**src/rtl/embpc_cfg.svh**
```systemverilog
// Timing counts, pin positions and limits of the external memory bus pin control.
`ifndef EMBPC_CFG_SVH
`define EMBPC_CFG_SVH
`define EMBPC_OSC_PER_MC 4'hc
`define EMBPC_PHASE_LAST 4'hb
`define EMBPC_SLOT_LEN 4'h6
`define EMBPC_ALE_LEN 4'h2
`define EMBPC_PROGRAM_FETCH_STROBE_FIRST 4'h2
`define EMBPC_PROGRAM_FETCH_STROBE_LAST 4'h4
`define EMBPC_STB_FIRST 4'h3
`define EMBPC_STB_LAST 4'ha
`define EMBPC_RST_MC 5'h02
`define EMBPC_RST_CYCLES 5'h18
`define EMBPC_INT_ROM_TOP 16'h1000
`define EMBPC_P3_RXD 0
`define EMBPC_P3_TXD 1
`define EMBPC_P3_IRQ0 2
`define EMBPC_P3_IRQ1 3
`define EMBPC_P3_CNT0 4
`define EMBPC_P3_CNT1 5
`define EMBPC_P3_WR 6
`define EMBPC_P3_RD 7
`endif

```
**src/rtl/embpc_pkg.sv**
```systemverilog
// Types shared by the external memory bus pin control.
`default_nettype none
package embpc_pkg;
    typedef logic [7:0] embpc_byte_t;
    typedef logic [15:0] embpc_addr_t;
    typedef logic [3:0] embpc_phase_t;
    typedef enum logic [2:0] {
        EMBPC_IDLE,
        EMBPC_FETCH_INT,
        EMBPC_FETCH_EXT,
        EMBPC_DATA_RD,
        EMBPC_DATA_WR
    } embpc_cycle_e;
endpackage
`default_nettype wire

```
**src/rtl/embpc_phase.sv**
```systemverilog
// Oscillator period counter that divides each machine cycle into twelve phases.
`include "embpc_cfg.svh"
`default_nettype none
module embpc_phase (
    input wire logic clock,
    input wire logic reset,
    output embpc_pkg::embpc_phase_t phase_q,
    output embpc_pkg::embpc_phase_t phase_next
);
    import embpc_pkg::*;

    always_comb begin
        if (phase_q == `EMBPC_PHASE_LAST) begin
            phase_next = 4'h0;
        end else begin
            phase_next = phase_q + 4'h1;
        end
    end

    // Twelve oscillator periods make one machine cycle. [RL21]
    // Reset parks the counter on the last phase so that the first edge after reset opens a full slot.
    always_ff @(posedge clock) begin
        if (reset) begin
            phase_q <= `EMBPC_PHASE_LAST;
        end else begin
            phase_q <= phase_next;
        end
    end

    a_phase_wrap: assert property (@(posedge clock) disable iff (reset) // [RL21]
        phase_q == `EMBPC_PHASE_LAST |=> phase_q == 4'h0) else $error("phase did not wrap after twelve periods");
endmodule
`default_nettype wire

```
**src/rtl/embpc_top.sv**
```systemverilog
// External memory bus and alternate pin function control of the microcontroller.
// Function
// RL1: Reset pin high for two machine cycles resets the device; holder keeps it that long.
// RL2: Address latch strobe lets external memory capture the low address byte.
// RL3: Address latch strobe pulses every six periods, omitted during data access.
// RL4: Program fetch strobe pulses every six periods on external fetches only.
// RL5: Program fetch strobe stays high while executing from internal memory.
// RL6: Fetch select high: internal fetch below 4096, external otherwise.
// RL7: Fetch select low: every fetch is external.
// RL8: Port zero carries low address then data, time multiplexed.
// RL9: Port two carries the high address byte during external accesses.
// RL10: Write strobe on port three bit six; memory latches port zero.
// RL11: Read strobe on port three bit seven; memory drives port zero.
// RL12: Port three alternate function works only while its latch bit is one; bit zero, and bit one in loop mode, ignore their latch bits.
// RL13: Outside loop mode, port one bit six is active-low request to send.
// RL14: Outside loop mode, receiver drives port one bit seven low when ready.
// RL15: Bit zero steers bit one direction, or is receive input in loop and diagnostic.
// RL16: In loop mode port three bit one is the transmit output.
// RL17: Zero in the port three bit one latch selects diagnostic mode.
// RL18: Port three bits two and three are interrupt or counter gate inputs.
// RL19: Port three bit four is the counter zero count input.
// RL20: Port three bit five is counter one input or serial bit clock.
// RL21: One machine cycle is twelve periods; strobes pulse twice per cycle.
`include "embpc_cfg.svh"
`default_nettype none
module embpc_top (
    input wire logic clock,
    input wire logic reset,
    input wire logic reset_pin,
    output logic core_reset,
    input wire logic external_fetch_select,
    input wire logic fetch_req,
    input wire embpc_pkg::embpc_addr_t fetch_pc,
    output logic fetch_ready,
    output logic fetch_internal,
    output embpc_pkg::embpc_byte_t fetch_data,
    input wire logic data_req,
    input wire logic data_write,
    input wire embpc_pkg::embpc_addr_t data_addr,
    input wire embpc_pkg::embpc_byte_t data_wdata,
    output logic data_ready,
    output embpc_pkg::embpc_byte_t data_rdata,
    output logic address_latch_strobe,
    output logic program_fetch_strobe_n,
    input wire embpc_pkg::embpc_byte_t p0_in,
    output embpc_pkg::embpc_byte_t p0_out,
    output logic p0_oe,
    input wire embpc_pkg::embpc_byte_t p2_latch,
    output embpc_pkg::embpc_byte_t p2_out,
    input wire embpc_pkg::embpc_byte_t p3_latch,
    input wire embpc_pkg::embpc_byte_t p3_in,
    output embpc_pkg::embpc_byte_t p3_out,
    output logic p3_0_oe,
    output logic p3_1_oe,
    input wire logic loop_mode,
    input wire logic tx_ready,
    input wire logic serial_tx_bit,
    input wire logic serial_tx_enable,
    output logic serial_rx_bit,
    output logic diagnostic_mode,
    input wire logic p1_cts_n,
    output logic p1_rts_n,
    output logic clear_to_send,
    output logic ext_irq_zero,
    output logic ext_irq_one,
    output logic counter_zero_input,
    output logic counter_one_input,
    output logic serial_clock
);
    import embpc_pkg::*;

    embpc_phase_t phase_q;
    embpc_phase_t phase_next;
    embpc_cycle_e cycle_q;
    embpc_cycle_e cycle_d;
    embpc_addr_t addr_q;
    embpc_addr_t addr_d;
    embpc_byte_t wdata_q;
    embpc_byte_t wdata_d;
    logic [4:0] rst_cnt_q;
    logic rst_hold_q;
    logic rst_core;
    logic slot_begin;
    logic ale_q;
    logic program_fetch_strobe_n_q;
    logic rd_n_q;
    logic wr_n_q;
    embpc_byte_t p0_out_q;
    logic p0_oe_q;
    embpc_byte_t p2_out_q;
    logic fetch_ready_q;
    logic fetch_internal_q;
    embpc_byte_t fetch_data_q;
    logic data_ready_q;
    embpc_byte_t data_rdata_q;
    logic irq0_q;
    logic irq1_q;
    logic cnt0_q;
    logic cnt1_q;
    logic sclk_q;
    logic rx_q;
    logic cts_q;
    logic rts_n_q;

    function automatic embpc_phase_t slot_pos(input embpc_phase_t p);
        if (p >= `EMBPC_SLOT_LEN) begin
            slot_pos = p - `EMBPC_SLOT_LEN;
        end else begin
            slot_pos = p;
        end
    endfunction

    function automatic logic is_data(input embpc_cycle_e c);
        is_data = (c == EMBPC_DATA_RD) || (c == EMBPC_DATA_WR);
    endfunction

    function automatic logic is_ext(input embpc_cycle_e c);
        is_ext = (c == EMBPC_FETCH_EXT) || is_data(c);
    endfunction

    // Internal fetch only with the select high and the counter below the internal top. [RL6] [RL7]
    function automatic logic fetch_is_internal(input logic sel, input embpc_addr_t pc);
        fetch_is_internal = sel && (pc < `EMBPC_INT_ROM_TOP);
    endfunction

    // A high reset pin for two full machine cycles takes the device into reset. [RL1]
    always_ff @(posedge clock) begin
        if (reset || !reset_pin) begin
            rst_cnt_q <= 5'h00;
        end else if (rst_cnt_q != `EMBPC_RST_CYCLES) begin
            rst_cnt_q <= rst_cnt_q + 5'h01;
        end
    end

    always_ff @(posedge clock) begin
        if (reset || !reset_pin) begin
            rst_hold_q <= 1'b0;
        end else if (rst_cnt_q == `EMBPC_RST_CYCLES - 5'h01) begin
            rst_hold_q <= 1'b1; // [RL1]
        end
    end

    assign rst_core = reset || rst_hold_q;
    assign core_reset = rst_hold_q;

    embpc_phase u_phase (
        .clock(clock),
        .reset(rst_core),
        .phase_q(phase_q),
        .phase_next(phase_next)
    );

    assign slot_begin = (phase_next == 4'h0) || (phase_next == `EMBPC_SLOT_LEN);

    // Data cycles start on a machine cycle boundary and occupy both slots of it.
    always_comb begin
        cycle_d = cycle_q;
        addr_d = addr_q;
        wdata_d = wdata_q;
        if (slot_begin && !(is_data(cycle_q) && phase_next == `EMBPC_SLOT_LEN)) begin
            if (data_req && phase_next == 4'h0) begin
                cycle_d = data_write ? EMBPC_DATA_WR : EMBPC_DATA_RD;
                addr_d = data_addr;
                wdata_d = data_wdata;
            end else if (fetch_req) begin
                cycle_d = fetch_is_internal(external_fetch_select, fetch_pc) ? EMBPC_FETCH_INT
                                                                               : EMBPC_FETCH_EXT; // [RL6] [RL7]
                addr_d = fetch_pc;
            end else begin
                cycle_d = EMBPC_IDLE;
            end
        end
    end

    always_ff @(posedge clock) begin
        if (rst_core) begin
            cycle_q <= EMBPC_IDLE;
            addr_q <= 16'h0000;
            wdata_q <= 8'h00;
        end else begin
            cycle_q <= cycle_d;
            addr_q <= addr_d;
            wdata_q <= wdata_d;
        end
    end

    // Strobes follow the upcoming phase so that they change on the same edge as the phase they belong to.
    always_ff @(posedge clock) begin
        if (rst_core) begin
            ale_q <= 1'b0;
            program_fetch_strobe_n_q <= 1'b1;
            rd_n_q <= 1'b1;
            wr_n_q <= 1'b1;
        end else begin
            ale_q <= (slot_pos(phase_next) < `EMBPC_ALE_LEN)
                     && !(is_data(cycle_d) && phase_next >= `EMBPC_SLOT_LEN); // [RL2] [RL3] [RL21]
            program_fetch_strobe_n_q <= !(cycle_d == EMBPC_FETCH_EXT && slot_pos(phase_next) >= `EMBPC_PROGRAM_FETCH_STROBE_FIRST
                          && slot_pos(phase_next) <= `EMBPC_PROGRAM_FETCH_STROBE_LAST); // [RL4] [RL5]
            rd_n_q <= !(cycle_d == EMBPC_DATA_RD && phase_next >= `EMBPC_STB_FIRST
                        && phase_next <= `EMBPC_STB_LAST); // [RL11]
            wr_n_q <= !(cycle_d == EMBPC_DATA_WR && phase_next >= `EMBPC_STB_FIRST
                        && phase_next <= `EMBPC_STB_LAST); // [RL10]
        end
    end

    // During external accesses port zero drives the low address while the latch strobe is high, then write data.
    always_ff @(posedge clock) begin
        if (rst_core) begin
            p0_oe_q <= 1'b0;
            p0_out_q <= 8'hff;
            p2_out_q <= 8'hff;
        end else begin
            if (is_ext(cycle_d) && slot_pos(phase_next) < `EMBPC_ALE_LEN && phase_next < `EMBPC_SLOT_LEN) begin
                p0_oe_q <= 1'b1; // [RL8]
                p0_out_q <= addr_d[7:0];
            end else if (cycle_d == EMBPC_FETCH_EXT && slot_pos(phase_next) < `EMBPC_ALE_LEN) begin
                p0_oe_q <= 1'b1; // [RL8]
                p0_out_q <= addr_d[7:0];
            end else if (cycle_d == EMBPC_DATA_WR && phase_next >= `EMBPC_ALE_LEN) begin
                p0_oe_q <= 1'b1; // [RL8] [RL10]
                p0_out_q <= wdata_d;
            end else begin
                p0_oe_q <= 1'b0;
                p0_out_q <= 8'hff;
            end
            p2_out_q <= is_ext(cycle_d) ? addr_d[15:8] : p2_latch; // [RL9]
        end
    end

    // Fetched and read bytes are taken at the last strobe phase.
    always_ff @(posedge clock) begin
        if (rst_core) begin
            fetch_ready_q <= 1'b0;
            fetch_internal_q <= 1'b0;
            fetch_data_q <= 8'h00;
            data_ready_q <= 1'b0;
            data_rdata_q <= 8'h00;
        end else begin
            fetch_ready_q <= (cycle_q == EMBPC_FETCH_EXT || cycle_q == EMBPC_FETCH_INT)
                             && slot_pos(phase_q) == `EMBPC_PROGRAM_FETCH_STROBE_LAST;
            if ((cycle_q == EMBPC_FETCH_EXT || cycle_q == EMBPC_FETCH_INT)
                && slot_pos(phase_q) == `EMBPC_PROGRAM_FETCH_STROBE_LAST) begin
                fetch_internal_q <= cycle_q == EMBPC_FETCH_INT;
                if (cycle_q == EMBPC_FETCH_EXT) begin
                    fetch_data_q <= p0_in;
                end
            end
            data_ready_q <= is_data(cycle_q) && phase_q == `EMBPC_STB_LAST;
            if (cycle_q == EMBPC_DATA_RD && phase_q == `EMBPC_STB_LAST) begin
                data_rdata_q <= p0_in; // [RL11]
            end
        end
    end

    // Alternate inputs are seen only while their port three latch bit is one.
    always_ff @(posedge clock) begin
        if (rst_core) begin
            irq0_q <= 1'b1;
            irq1_q <= 1'b1;
            cnt0_q <= 1'b0;
            cnt1_q <= 1'b0;
            sclk_q <= 1'b0;
        end else begin
            irq0_q <= p3_latch[`EMBPC_P3_IRQ0] ? p3_in[`EMBPC_P3_IRQ0] : 1'b1; // [RL12] [RL18]
            irq1_q <= p3_latch[`EMBPC_P3_IRQ1] ? p3_in[`EMBPC_P3_IRQ1] : 1'b1; // [RL12] [RL18]
            cnt0_q <= p3_latch[`EMBPC_P3_CNT0] && p3_in[`EMBPC_P3_CNT0]; // [RL12] [RL19]
            cnt1_q <= p3_latch[`EMBPC_P3_CNT1] && p3_in[`EMBPC_P3_CNT1]; // [RL12] [RL20]
            sclk_q <= p3_latch[`EMBPC_P3_CNT1] && p3_in[`EMBPC_P3_CNT1]; // [RL12] [RL20]
        end
    end

    // Serial link pins: direction control, loop transmit and diagnostic receive.
    always_ff @(posedge clock) begin
        if (rst_core) begin
            rx_q <= 1'b1;
            cts_q <= 1'b0;
            rts_n_q <= 1'b1;
        end else begin
            if (loop_mode || diagnostic_mode) begin
                rx_q <= p3_in[`EMBPC_P3_RXD]; // [RL15]
            end else begin
                rx_q <= p3_in[`EMBPC_P3_TXD]; // [RL15]
            end
            cts_q <= !loop_mode && !p1_cts_n; // [RL14]
            rts_n_q <= loop_mode || !tx_ready; // [RL13]
        end
    end

    assign diagnostic_mode = !p3_latch[`EMBPC_P3_TXD]; // [RL17]
    assign p3_0_oe = !loop_mode && !diagnostic_mode; // [RL15]
    assign p3_1_oe = loop_mode ? 1'b1 : (!diagnostic_mode && serial_tx_enable); // [RL15] [RL16]
    // Port three pins without a serial or strobe role show their latch bits.
    always_comb begin
        p3_out = p3_latch;
        p3_out[`EMBPC_P3_RXD] = serial_tx_enable; // [RL15]
        p3_out[`EMBPC_P3_TXD] = serial_tx_bit; // [RL16]
        p3_out[`EMBPC_P3_WR] = p3_latch[`EMBPC_P3_WR] && wr_n_q; // [RL10] [RL12]
        p3_out[`EMBPC_P3_RD] = p3_latch[`EMBPC_P3_RD] && rd_n_q; // [RL11] [RL12]
    end

    assign address_latch_strobe = ale_q;
    assign program_fetch_strobe_n = program_fetch_strobe_n_q;
    assign p0_out = p0_out_q;
    assign p0_oe = p0_oe_q;
    assign p2_out = p2_out_q;
    assign fetch_ready = fetch_ready_q;
    assign fetch_internal = fetch_internal_q;
    assign fetch_data = fetch_data_q;
    assign data_ready = data_ready_q;
    assign data_rdata = data_rdata_q;
    assign ext_irq_zero = irq0_q;
    assign ext_irq_one = irq1_q;
    assign counter_zero_input = cnt0_q;
    assign counter_one_input = cnt1_q;
    assign serial_clock = sclk_q;
    assign serial_rx_bit = rx_q;
    assign clear_to_send = cts_q;
    assign p1_rts_n = rts_n_q;

    a_reset_entry: assert property (@(posedge clock) disable iff (reset) // [RL1]
        reset_pin [*8] ##0 (rst_cnt_q == 5'h17) |=> core_reset) else $error("reset pin hold did not reset");
    a_ale_width: assert property (@(posedge clock) disable iff (rst_core) // [RL3]
        $rose(ale_q) |=> ale_q ##1 !ale_q) else $error("address latch strobe not two periods");
    a_ale_period: assert property (@(posedge clock) disable iff (rst_core) // [RL3] [RL21]
        $rose(ale_q) && cycle_q != EMBPC_DATA_RD && cycle_q != EMBPC_DATA_WR && !data_req
        ##0 !fetch_req |-> ##6 ale_q) else $error("address latch strobe missed its slot");
    a_ale_skip_data: assert property (@(posedge clock) disable iff (rst_core) // [RL3]
        is_data(cycle_q) && phase_q >= `EMBPC_SLOT_LEN |-> !ale_q) else $error("latch strobe during data access");
    a_program_fetch_strobe_internal: assert property (@(posedge clock) disable iff (rst_core) // [RL5] [RL4]
        cycle_q != EMBPC_FETCH_EXT && $past(cycle_q) != EMBPC_FETCH_EXT |-> program_fetch_strobe_n)
        else $error("fetch strobe low without external fetch");
    a_program_fetch_strobe_width: assert property (@(posedge clock) disable iff (rst_core) // [RL4]
        $fell(program_fetch_strobe_n_q) |=> !program_fetch_strobe_n_q [*2] ##1 program_fetch_strobe_n_q) else $error("fetch strobe not three periods");
    a_wr_data: assert property (@(posedge clock) disable iff (rst_core) // [RL10]
        !wr_n_q |-> p0_oe_q && p0_out_q == wdata_q) else $error("write strobe without data on port zero");
    a_rd_release: assert property (@(posedge clock) disable iff (rst_core) // [RL11] [RL9]
        !rd_n_q |-> !p0_oe_q && p2_out_q == addr_q[15:8]) else $error("read strobe with port zero driven");
    a_alt_gate: assert property (@(posedge clock) disable iff (rst_core) // [RL12]
        !p3_latch[`EMBPC_P3_CNT0] |=> !counter_zero_input) else $error("counter input active with latch zero");
    a_rts_loop: assert property (@(posedge clock) disable iff (rst_core) // [RL13]
        loop_mode |=> p1_rts_n) else $error("request to send driven in loop mode");
endmodule
`default_nettype wire

```
**config.mk**
```make
export PLATFORM = sky130hd
export DESIGN_NAME = embpc_top
export DESIGN_NICKNAME = d
export VERILOG_FILES = /design/src/rtl/embpc_pkg.sv /design/src/rtl/embpc_phase.sv /design/src/rtl/embpc_top.sv
export VERILOG_INCLUDE_DIRS = /design/src /design/src/rtl
export SDC_FILE = /design/constraint.sdc
export NUM_CORES = 1
export LEC_CHECK = 0
export BUFFER_PORTS_ARGS = -buffer_cell sky130_fd_sc_hd__buf_2
export CAP_MARGIN = 5
export CELL_PAD_IN_SITES_DETAIL_PLACEMENT = 1
export CELL_PAD_IN_SITES_GLOBAL_PLACEMENT = 2
export CORE_UTILIZATION = 25
export DETAILED_ROUTE_END_ITERATION = 16
export PLACE_DENSITY_LB_ADDON = 0.1
export SETUP_SLACK_MARGIN = 0.05
export SYNTH_ARGS = -nofsm -noshare
export SYNTH_HDL_FRONTEND = slang
export SYNTH_SLANG_ARGS = --single-unit
```
**constraint.sdc**
```tcl
create_clock -name clock -period 3.6 [get_ports clock]
set_clock_uncertainty 0.05 [all_clocks]
set_input_delay 0.72 -clock clock [delete_from_list [all_inputs] [get_ports clock]]
set_output_delay 0.72 -clock clock [all_outputs]
set_load 0.01 [all_outputs]
```
Word level (Yosys, flattened, before mapping)

Index checks and enable logic that the tools add are counted.

Bits in registers: 84
Bits of input ports: 84
Output and inout bits: 58
Word-level logic and storage cells: 130

Add/subtract/negate cells: 4
$lt $le $gt $ge: 11
Eq/ne operators: 13
Multiplexer cells: 26
Bitwise logic cells: 2
Reduce and logical (&&, ||, !) cells: 49

Operators by type and width:

| cell                                                              | count |
|---|---|
| two-way mux 16 bit                                                | 3 |
| two-way mux 8 bit                                                 | 6 |
| two-way mux 4 bit                                                 | 7 |
| logical AND 1 bit                                                 | 26 |
| < comparator 16 x 13 -> 1 bit, second input constant              | 1 |
| equality test 3 x 2 -> 1 bit, second input constant               | 4 |
| greater-or-equal comparator 4 x 2 -> 1 bit, second input constant | 3 |
| zero test 1 bit                                                   | 10 |
| logical OR 1 bit                                                  | 9 |
| two-way mux 3 bit                                                 | 3 |
| equality test 4 x 3 -> 1 bit, second input constant               | 2 |
| equality test 4 bit, second input constant                        | 2 |
| greater-or-equal comparator 4 x 3 -> 1 bit, second input constant | 2 |
| < comparator 4 x 2 -> 1 bit, second input constant                | 2 |
| subtractor 4 x 3 -> 4 bit, second input constant                  | 2 |
| equality test 3 bit, second input constant                        | 2 |
| adder 5 x 1 -> 5 bit, second input constant                       | 1 |
| equality test 5 bit, second input constant                        | 1 |
| two-way mux 1 bit                                                 | 5 |
| != test 5 bit, second input constant                              | 1 |
| adder 4 x 1 -> 4 bit, second input constant                       | 1 |
| <= comparator 4 x 3 -> 1 bit, second input constant               | 1 |
| <= comparator 4 bit, second input constant                        | 1 |
| zero test 4 bit                                                   | 1 |
| other kinds (6)                                                   | 9 |

Logic depth before layout (Yosys ltp)

Depth in word-level cells: 18
Gate-level depth with buffers: 15
Mapped depth without buffers: 12

Modules after synthesis

From an unflattened synthesis, not the netlist that was laid out.

Cell total of the unflattened synthesis: 419
Area total of the unflattened synthesis: 3822.4 um^2

By module, submodules not included:

| module      | instances | cells each | area an instance (um^2) | sequential area each (um^2) |
|---|---|---|---|---|
| embpc_top   | 1         | 399        | 3627.2                  | 1601.5 |
| embpc_phase | 1         | 20         | 195.2                   | 80.1 |

Least setup slack after synthesis

No wires, ideal clock.

Kind: register to register
From: register u_phase.phase_q[0]
To: register p2_out_q[0] (netlist: p2_out[0])
Library setup time: 0.147 ns
Arrival: 3.255 ns
Data required time: 3.403 ns
Path slack: 0.149 ns
Cell stages (with the launch flop): 15
Path buffers: 3
Period minus slack after synthesis: 3.451 ns
Path through: dfxtp_1 > inv_1 > ha_1 > clkbuf_1 > inv_1 > ha_1 > and2_1 > a32o_2 > nor2b_4 > a21oi_4 > buf_2 > mux2_2 > a31oi_4 > buf_6 > o211ai_1

Longest elaborated chain between the ends: 11
Elaborated cells on any way between the ends: 20
Classes of those cells: add/sub: 1; eq/ne: 5; mux: 6; reduce/logical: 8

RTL lines:

| what                                                                | line              | RTL |
|---|---|---|
| from (decl)                                                         | embpc_phase.sv:7  | `output embpc_pkg::embpc_phase_t phase_q,` |
| from (signal assigned)                                              | embpc_phase.sv:24 | `` phase_q <= `EMBPC_PHASE_LAST; `` |
| from (signal assigned)                                              | embpc_phase.sv:26 | `phase_q <= phase_next;` |
| adder 4 x 1 -> 4 bit or equality test 4 bit (tied branches)         | n/a               |  |
| two-way mux 4 bit *                                                 | embpc_phase.sv:13 | `` if (phase_q == `EMBPC_PHASE_LAST) begin `` |
| named net phase_next[1]                                             | embpc_top.sv:73   | `embpc_phase_t phase_next;` |
| equality test 4 x 3 -> 1 bit (no source line)                       | n/a               |  |
| logical AND 1 bit (no source line)                                  | n/a               |  |
| zero test 1 bit                                                     | embpc_top.sv:160  | `` if (slot_begin && !(is_data(cycle_q) && phase_next == `EMBPC_SLOT_LEN)) begin `` |
| logical AND 1 bit                                                   | embpc_top.sv:160  |  |
| two-way mux 3 bit                                                   | embpc_top.sv:160  |  |
| equality test 3 x 2 -> 1 bit or equality test 3 bit (tied branches) | embpc_top.sv:114  | `is_data = (c == EMBPC_DATA_RD) \|\| (c == EMBPC_DATA_WR);` |
| logical OR 1 bit                                                    | embpc_top.sv:114  |  |
| logical OR 1 bit                                                    | embpc_top.sv:118  | `is_ext = (c == EMBPC_FETCH_EXT) \|\| is_data(c);` |
| two-way mux 8 bit *                                                 | embpc_top.sv:226  | `p2_out_q <= is_ext(cycle_d) ? addr_d[15:8] : p2_latch;` |
| to (signal assigned)                                                | embpc_top.sv:226  |  |
| to (decl)                                                           | embpc_top.sv:90   | `embpc_byte_t p2_out_q;` |

Mark *: on every way through the listed nets, which the timed path passes. The rest lies on a longest branch.
A chain may end at the register's enable or synchronous reset.

Final worst setup path

From: register u_phase.phase_q[0]
To: register ale_q (netlist: address_latch_strobe)

Longest elaborated chain between the ends: 12
Elaborated cells on any way between the ends: 23
Classes of those cells: add/sub: 2; order compare: 2; eq/ne: 4; mux: 5; reduce/logical: 10

RTL lines:

| what                                                                              | line              | RTL |
|---|---|---|
| adder 4 x 1 -> 4 bit or equality test 4 bit (tied branches)                       | n/a               |  |
| two-way mux 4 bit *                                                               | embpc_phase.sv:13 |  |
| named net phase_next[2]                                                           | embpc_top.sv:73   |  |
| parallel branches: the longest is 9 deep, another holds subtractor 4 x 3 -> 4 bit | n/a               |  |
| logical AND 1 bit *                                                               | embpc_top.sv:195  | `` ale_q <= (slot_pos(phase_next) < `EMBPC_ALE_LEN) `` |
| to (signal assigned)                                                              | embpc_top.sv:195  |  |
| to (decl)                                                                         | embpc_top.sv:84   | `logic ale_q;` |

Mark *: on every way through the listed nets, which the timed path passes. The select of a mux whose other input is x is not followed.

==> flow_summary.toml <==
[timing]
worstMarginPinSlew_ns = 0.978
setup_violations = 0
fin_tns_setup_ns = 0
hold_viol_final = 0
rsz0062_at_grt = "false"
layout_min_cycle_time_ns = 3.30
fmax_ghz = 0.303
period_share_pct = 91.7
drv_slew = 0
relSlewSlack_pct = 34.5
holdWs_ns = 0.440

[setup_path]
slowest_delay_ns = 0.48
cp_num_buf_inv = 0
rr_worst_depth = 12
rr_endpoint = "address_latch_strobe$_SDFF_PP0_"
crit_fanout = 9
r2r_slack_ns = 0.30
crit_top_cell = "ha_1"
startpoint_type = "flop"
endpoint_kind = "flop"
crit_arrival_ns = 3.53
crit-reg2reg-launch = "u_phase.phase_q[0]$_SDFF_PP1_"
cp_top_family = "compound AO/OA/AOI/OAI gates"
cp_cell_sequence = "ha_1 > nand2b_1 > o21ai_0 > ha_1 > and2_1 > a32o_2 > nor2b_4 > a21oi_4 > mux2i_1 > nor2_1 > or3_1 > a21oi_1"
crit_required_ns = 3.83
critPathKind = "flop to flop"
slowest_stage = "mux2i_1"

[finish]
syn_to_final_growth_pct = 33.7
mostFrequentLayoutCells = "136 x buf_2, 83 x dfxtp_1, 59 x nor2_1"
layout_commonest_cell = "buf_2"
layout-drive-gt1-share_pct = 34.6
fin_cells = 723
fin_nets = 630
diodes = 0

[synth]
synth_warnings = 0
yosysTopAreaCell = "dfxtp_1"
yosys_most_used_dff = "dfxtp_1"
synth.top_cell.area_share_pct = 46.4
syn_inst = 397
ys_types = 55
syn_area_um2 = 3620
ys_seq_area_share_pct = 46.4
yosys-top-cells-area = "dfxtp_1 46%, mux2i_1 7.5%, nor2_1 6.1%, nand2_1 4.0%, o21ai_0 4.0%"
ys_ff_latch = 84
avgSynthCellArea_um2 = 9.12
synth_edf_count = 0
synth_nets = 489
async_flop_share_pct = 0

[cts]
tritoncts = "yes"
insertion_delay_ns = 0.35
cts-buffers-inserted = 9
cts_max_path_buffers = 2
root_buffer = "clkbuf_16"
postCtsHoldBufs = 0
cts.clk_slew.worst_paths_ns = 0.06
htree_levels = 3
cts_sinks = 84

[placed_design]
dp_hpwl_mm = 7.92
gp_congestion = 0.738
placed_cells = 707
port_buffers = 136

[pwr]
powerDensity_nw_per_um2 = 554
total_power_mw = 2.68
vdd_drop_max_uv = 211
p_leak_nw = 2.07

[outcome]
outcome = "completed"

[route]
drc = 0
via_count = 3325
wirelength_mm = 10.8
viasPerCell = 4.60
drtIter0Drc = 87
first_pass_iters = 4
wl_per_cell_um = 14.9
ant_nets = 0

[worst_hold_path]
hold_start = "wdata_q[5]$_SDFF_PP0_"
min_to = "wdata_q[5]$_SDFF_PP0_"
holdPathStages = 2
hp-class = "flop to flop"

[global_routing]
grtUsageTotal_pct = 15.0
overflow = 0
grt_pass1_wl_mm = 17.2
grt_max_degree = 50
grt_pass1_vias = 3366
antenna_found_initial = 0

[floorplan]
initial_core_util_pct = 25.9
rows = 43
ioPinCount = 142
fp.dieH_um = 122
coreArea_um2 = 14000
dieArea_um2 = 15000
die_x_um = 122

[job]
max_cap_violations = 0
worst register-to-register path, delay by kind of cell (launching register included):
family                     cells  cell delay (ns)
muxes                          1             0.48
adders and majority gates      2             0.51
and+or+nand+nor                5             0.91
DFF                            1             0.36
AOI/OAI and AO/OA              4             0.92
registers in the layout (all words and copies together), names as in the netlist, 3 cells and up:
register and flops:
fetch_data 8, p2_out 8, u_phase.phase_q 4, addr_q 16, p0_out 8, data_rdata 8
cycle_q 3, wdata_q 8, rst_cnt_q 5
layer usage:
metal  track usage (%)  share of wire, %  up-vias
li1                  -                 -     1666
met5                 0                 0        -
met3              5.81               6.5       10
met4              4.57               1.1        0
met2              24.1                45       92
met1              18.5                47     1557
area by class of cell:
cell class	instances	area (µm²)
Inverter	11	41.3
Fill cell	1672	9150
Clock buffer	10	229
Clock inverter	6	47.5
Sequential cell	84	1680
Timing Repair Buffer	154	820
Tap cell	180	225
Multi-Input combinational cell	278	1790
logic make-up (layout without fill, tap and decap cells):
family                   count (synthesis)  after routing  synth area share, %
AO/OA/AOI/OAI                           88             88                 17.0
XOR/XNOR                                 7              7                 1.69
adder cells (fa/ha/maj)                  8              8                 2.76
buffers and inverters                   35            181                 4.73
flip-flops                              84             84                 46.4
multiplexers                            30             30                 8.53
AND/OR/NAND/NOR                        145            145                 18.8
synthesized netlist by cell type, drive strengths merged, types with 2 or more instances:
library cell	instances
o21ai	30
and3	4
nor3b	2
a31oi	2
or3	3
dfxtp	84
o211ai	9
a21boi	3
and2	4
nand2b	5
nand2	39
nand3	8
inv	11
nand3b	4
ha	8
buf	16
nor3	5
nor2b	4
o22ai	18
a21oi	7
mux2i	29
xor2	3
nor2	60
a22oi	9
clkbuf	8
xnor2	4
a21o	2
metrics by stage:
step           setup slack (ns)  area (µm²)  util (%)
6_report                  0.299        4840      34.6
2_1_floorplan             0.149        3620         -
5_1_grt                  0.0899        4840      34.6
4_1_cts                  0.0801        4810      34.4
3_3_place_gp              0.140        4540      32.4
3_5_place_dp             0.0764        4540      32.4
report_power, final:
| part | total (mW) | switching, mW | internal [mW] |
|---|---|---|---|
| Combinational | 0.740 | 0.438 | 0.301 |
| Sequential | 1.06 | 0.0307 | 1.03 |
| Clock | 0.876 | 0.402 | 0.474 |
timing repair:
| item | CTS | global route |
|---|---|---|
| setup buffers | 0 | 0 |
| gates resized for setup | 0 | 4 |
| endpoints found under the setup margin | 0 | 16 |
how the worst max path moves through the flow:
stage / endpoint / cells after the start / slack (ns) / start
detailed placement: p0_out[4]$_SDFF_PP1_ / 12 / 0.08 / u_phase.phase_q[0]$_SDFF_PP1_
finish: address_latch_strobe$_SDFF_PP0_ / 12 / 0.30 / u_phase.phase_q[0]$_SDFF_PP1_
floorplan: p2_out[0]$_SDFF_PP1_ / 14 / 0.15 / u_phase.phase_q[0]$_SDFF_PP1_
global route: p2_out[0]$_SDFF_PP1_ / 12 / 0.09 / u_phase.phase_q[0]$_SDFF_PP1_
CTS: p0_out[3]$_SDFF_PP1_ / 12 / 0.08 / u_phase.phase_q[0]$_SDFF_PP1_
global placement: p0_out[2]$_SDFF_PP1_ / 12 / 0.14 / u_phase.phase_q[0]$_SDFF_PP1_
Note: power is estimated with default switching activity, not from simulation.
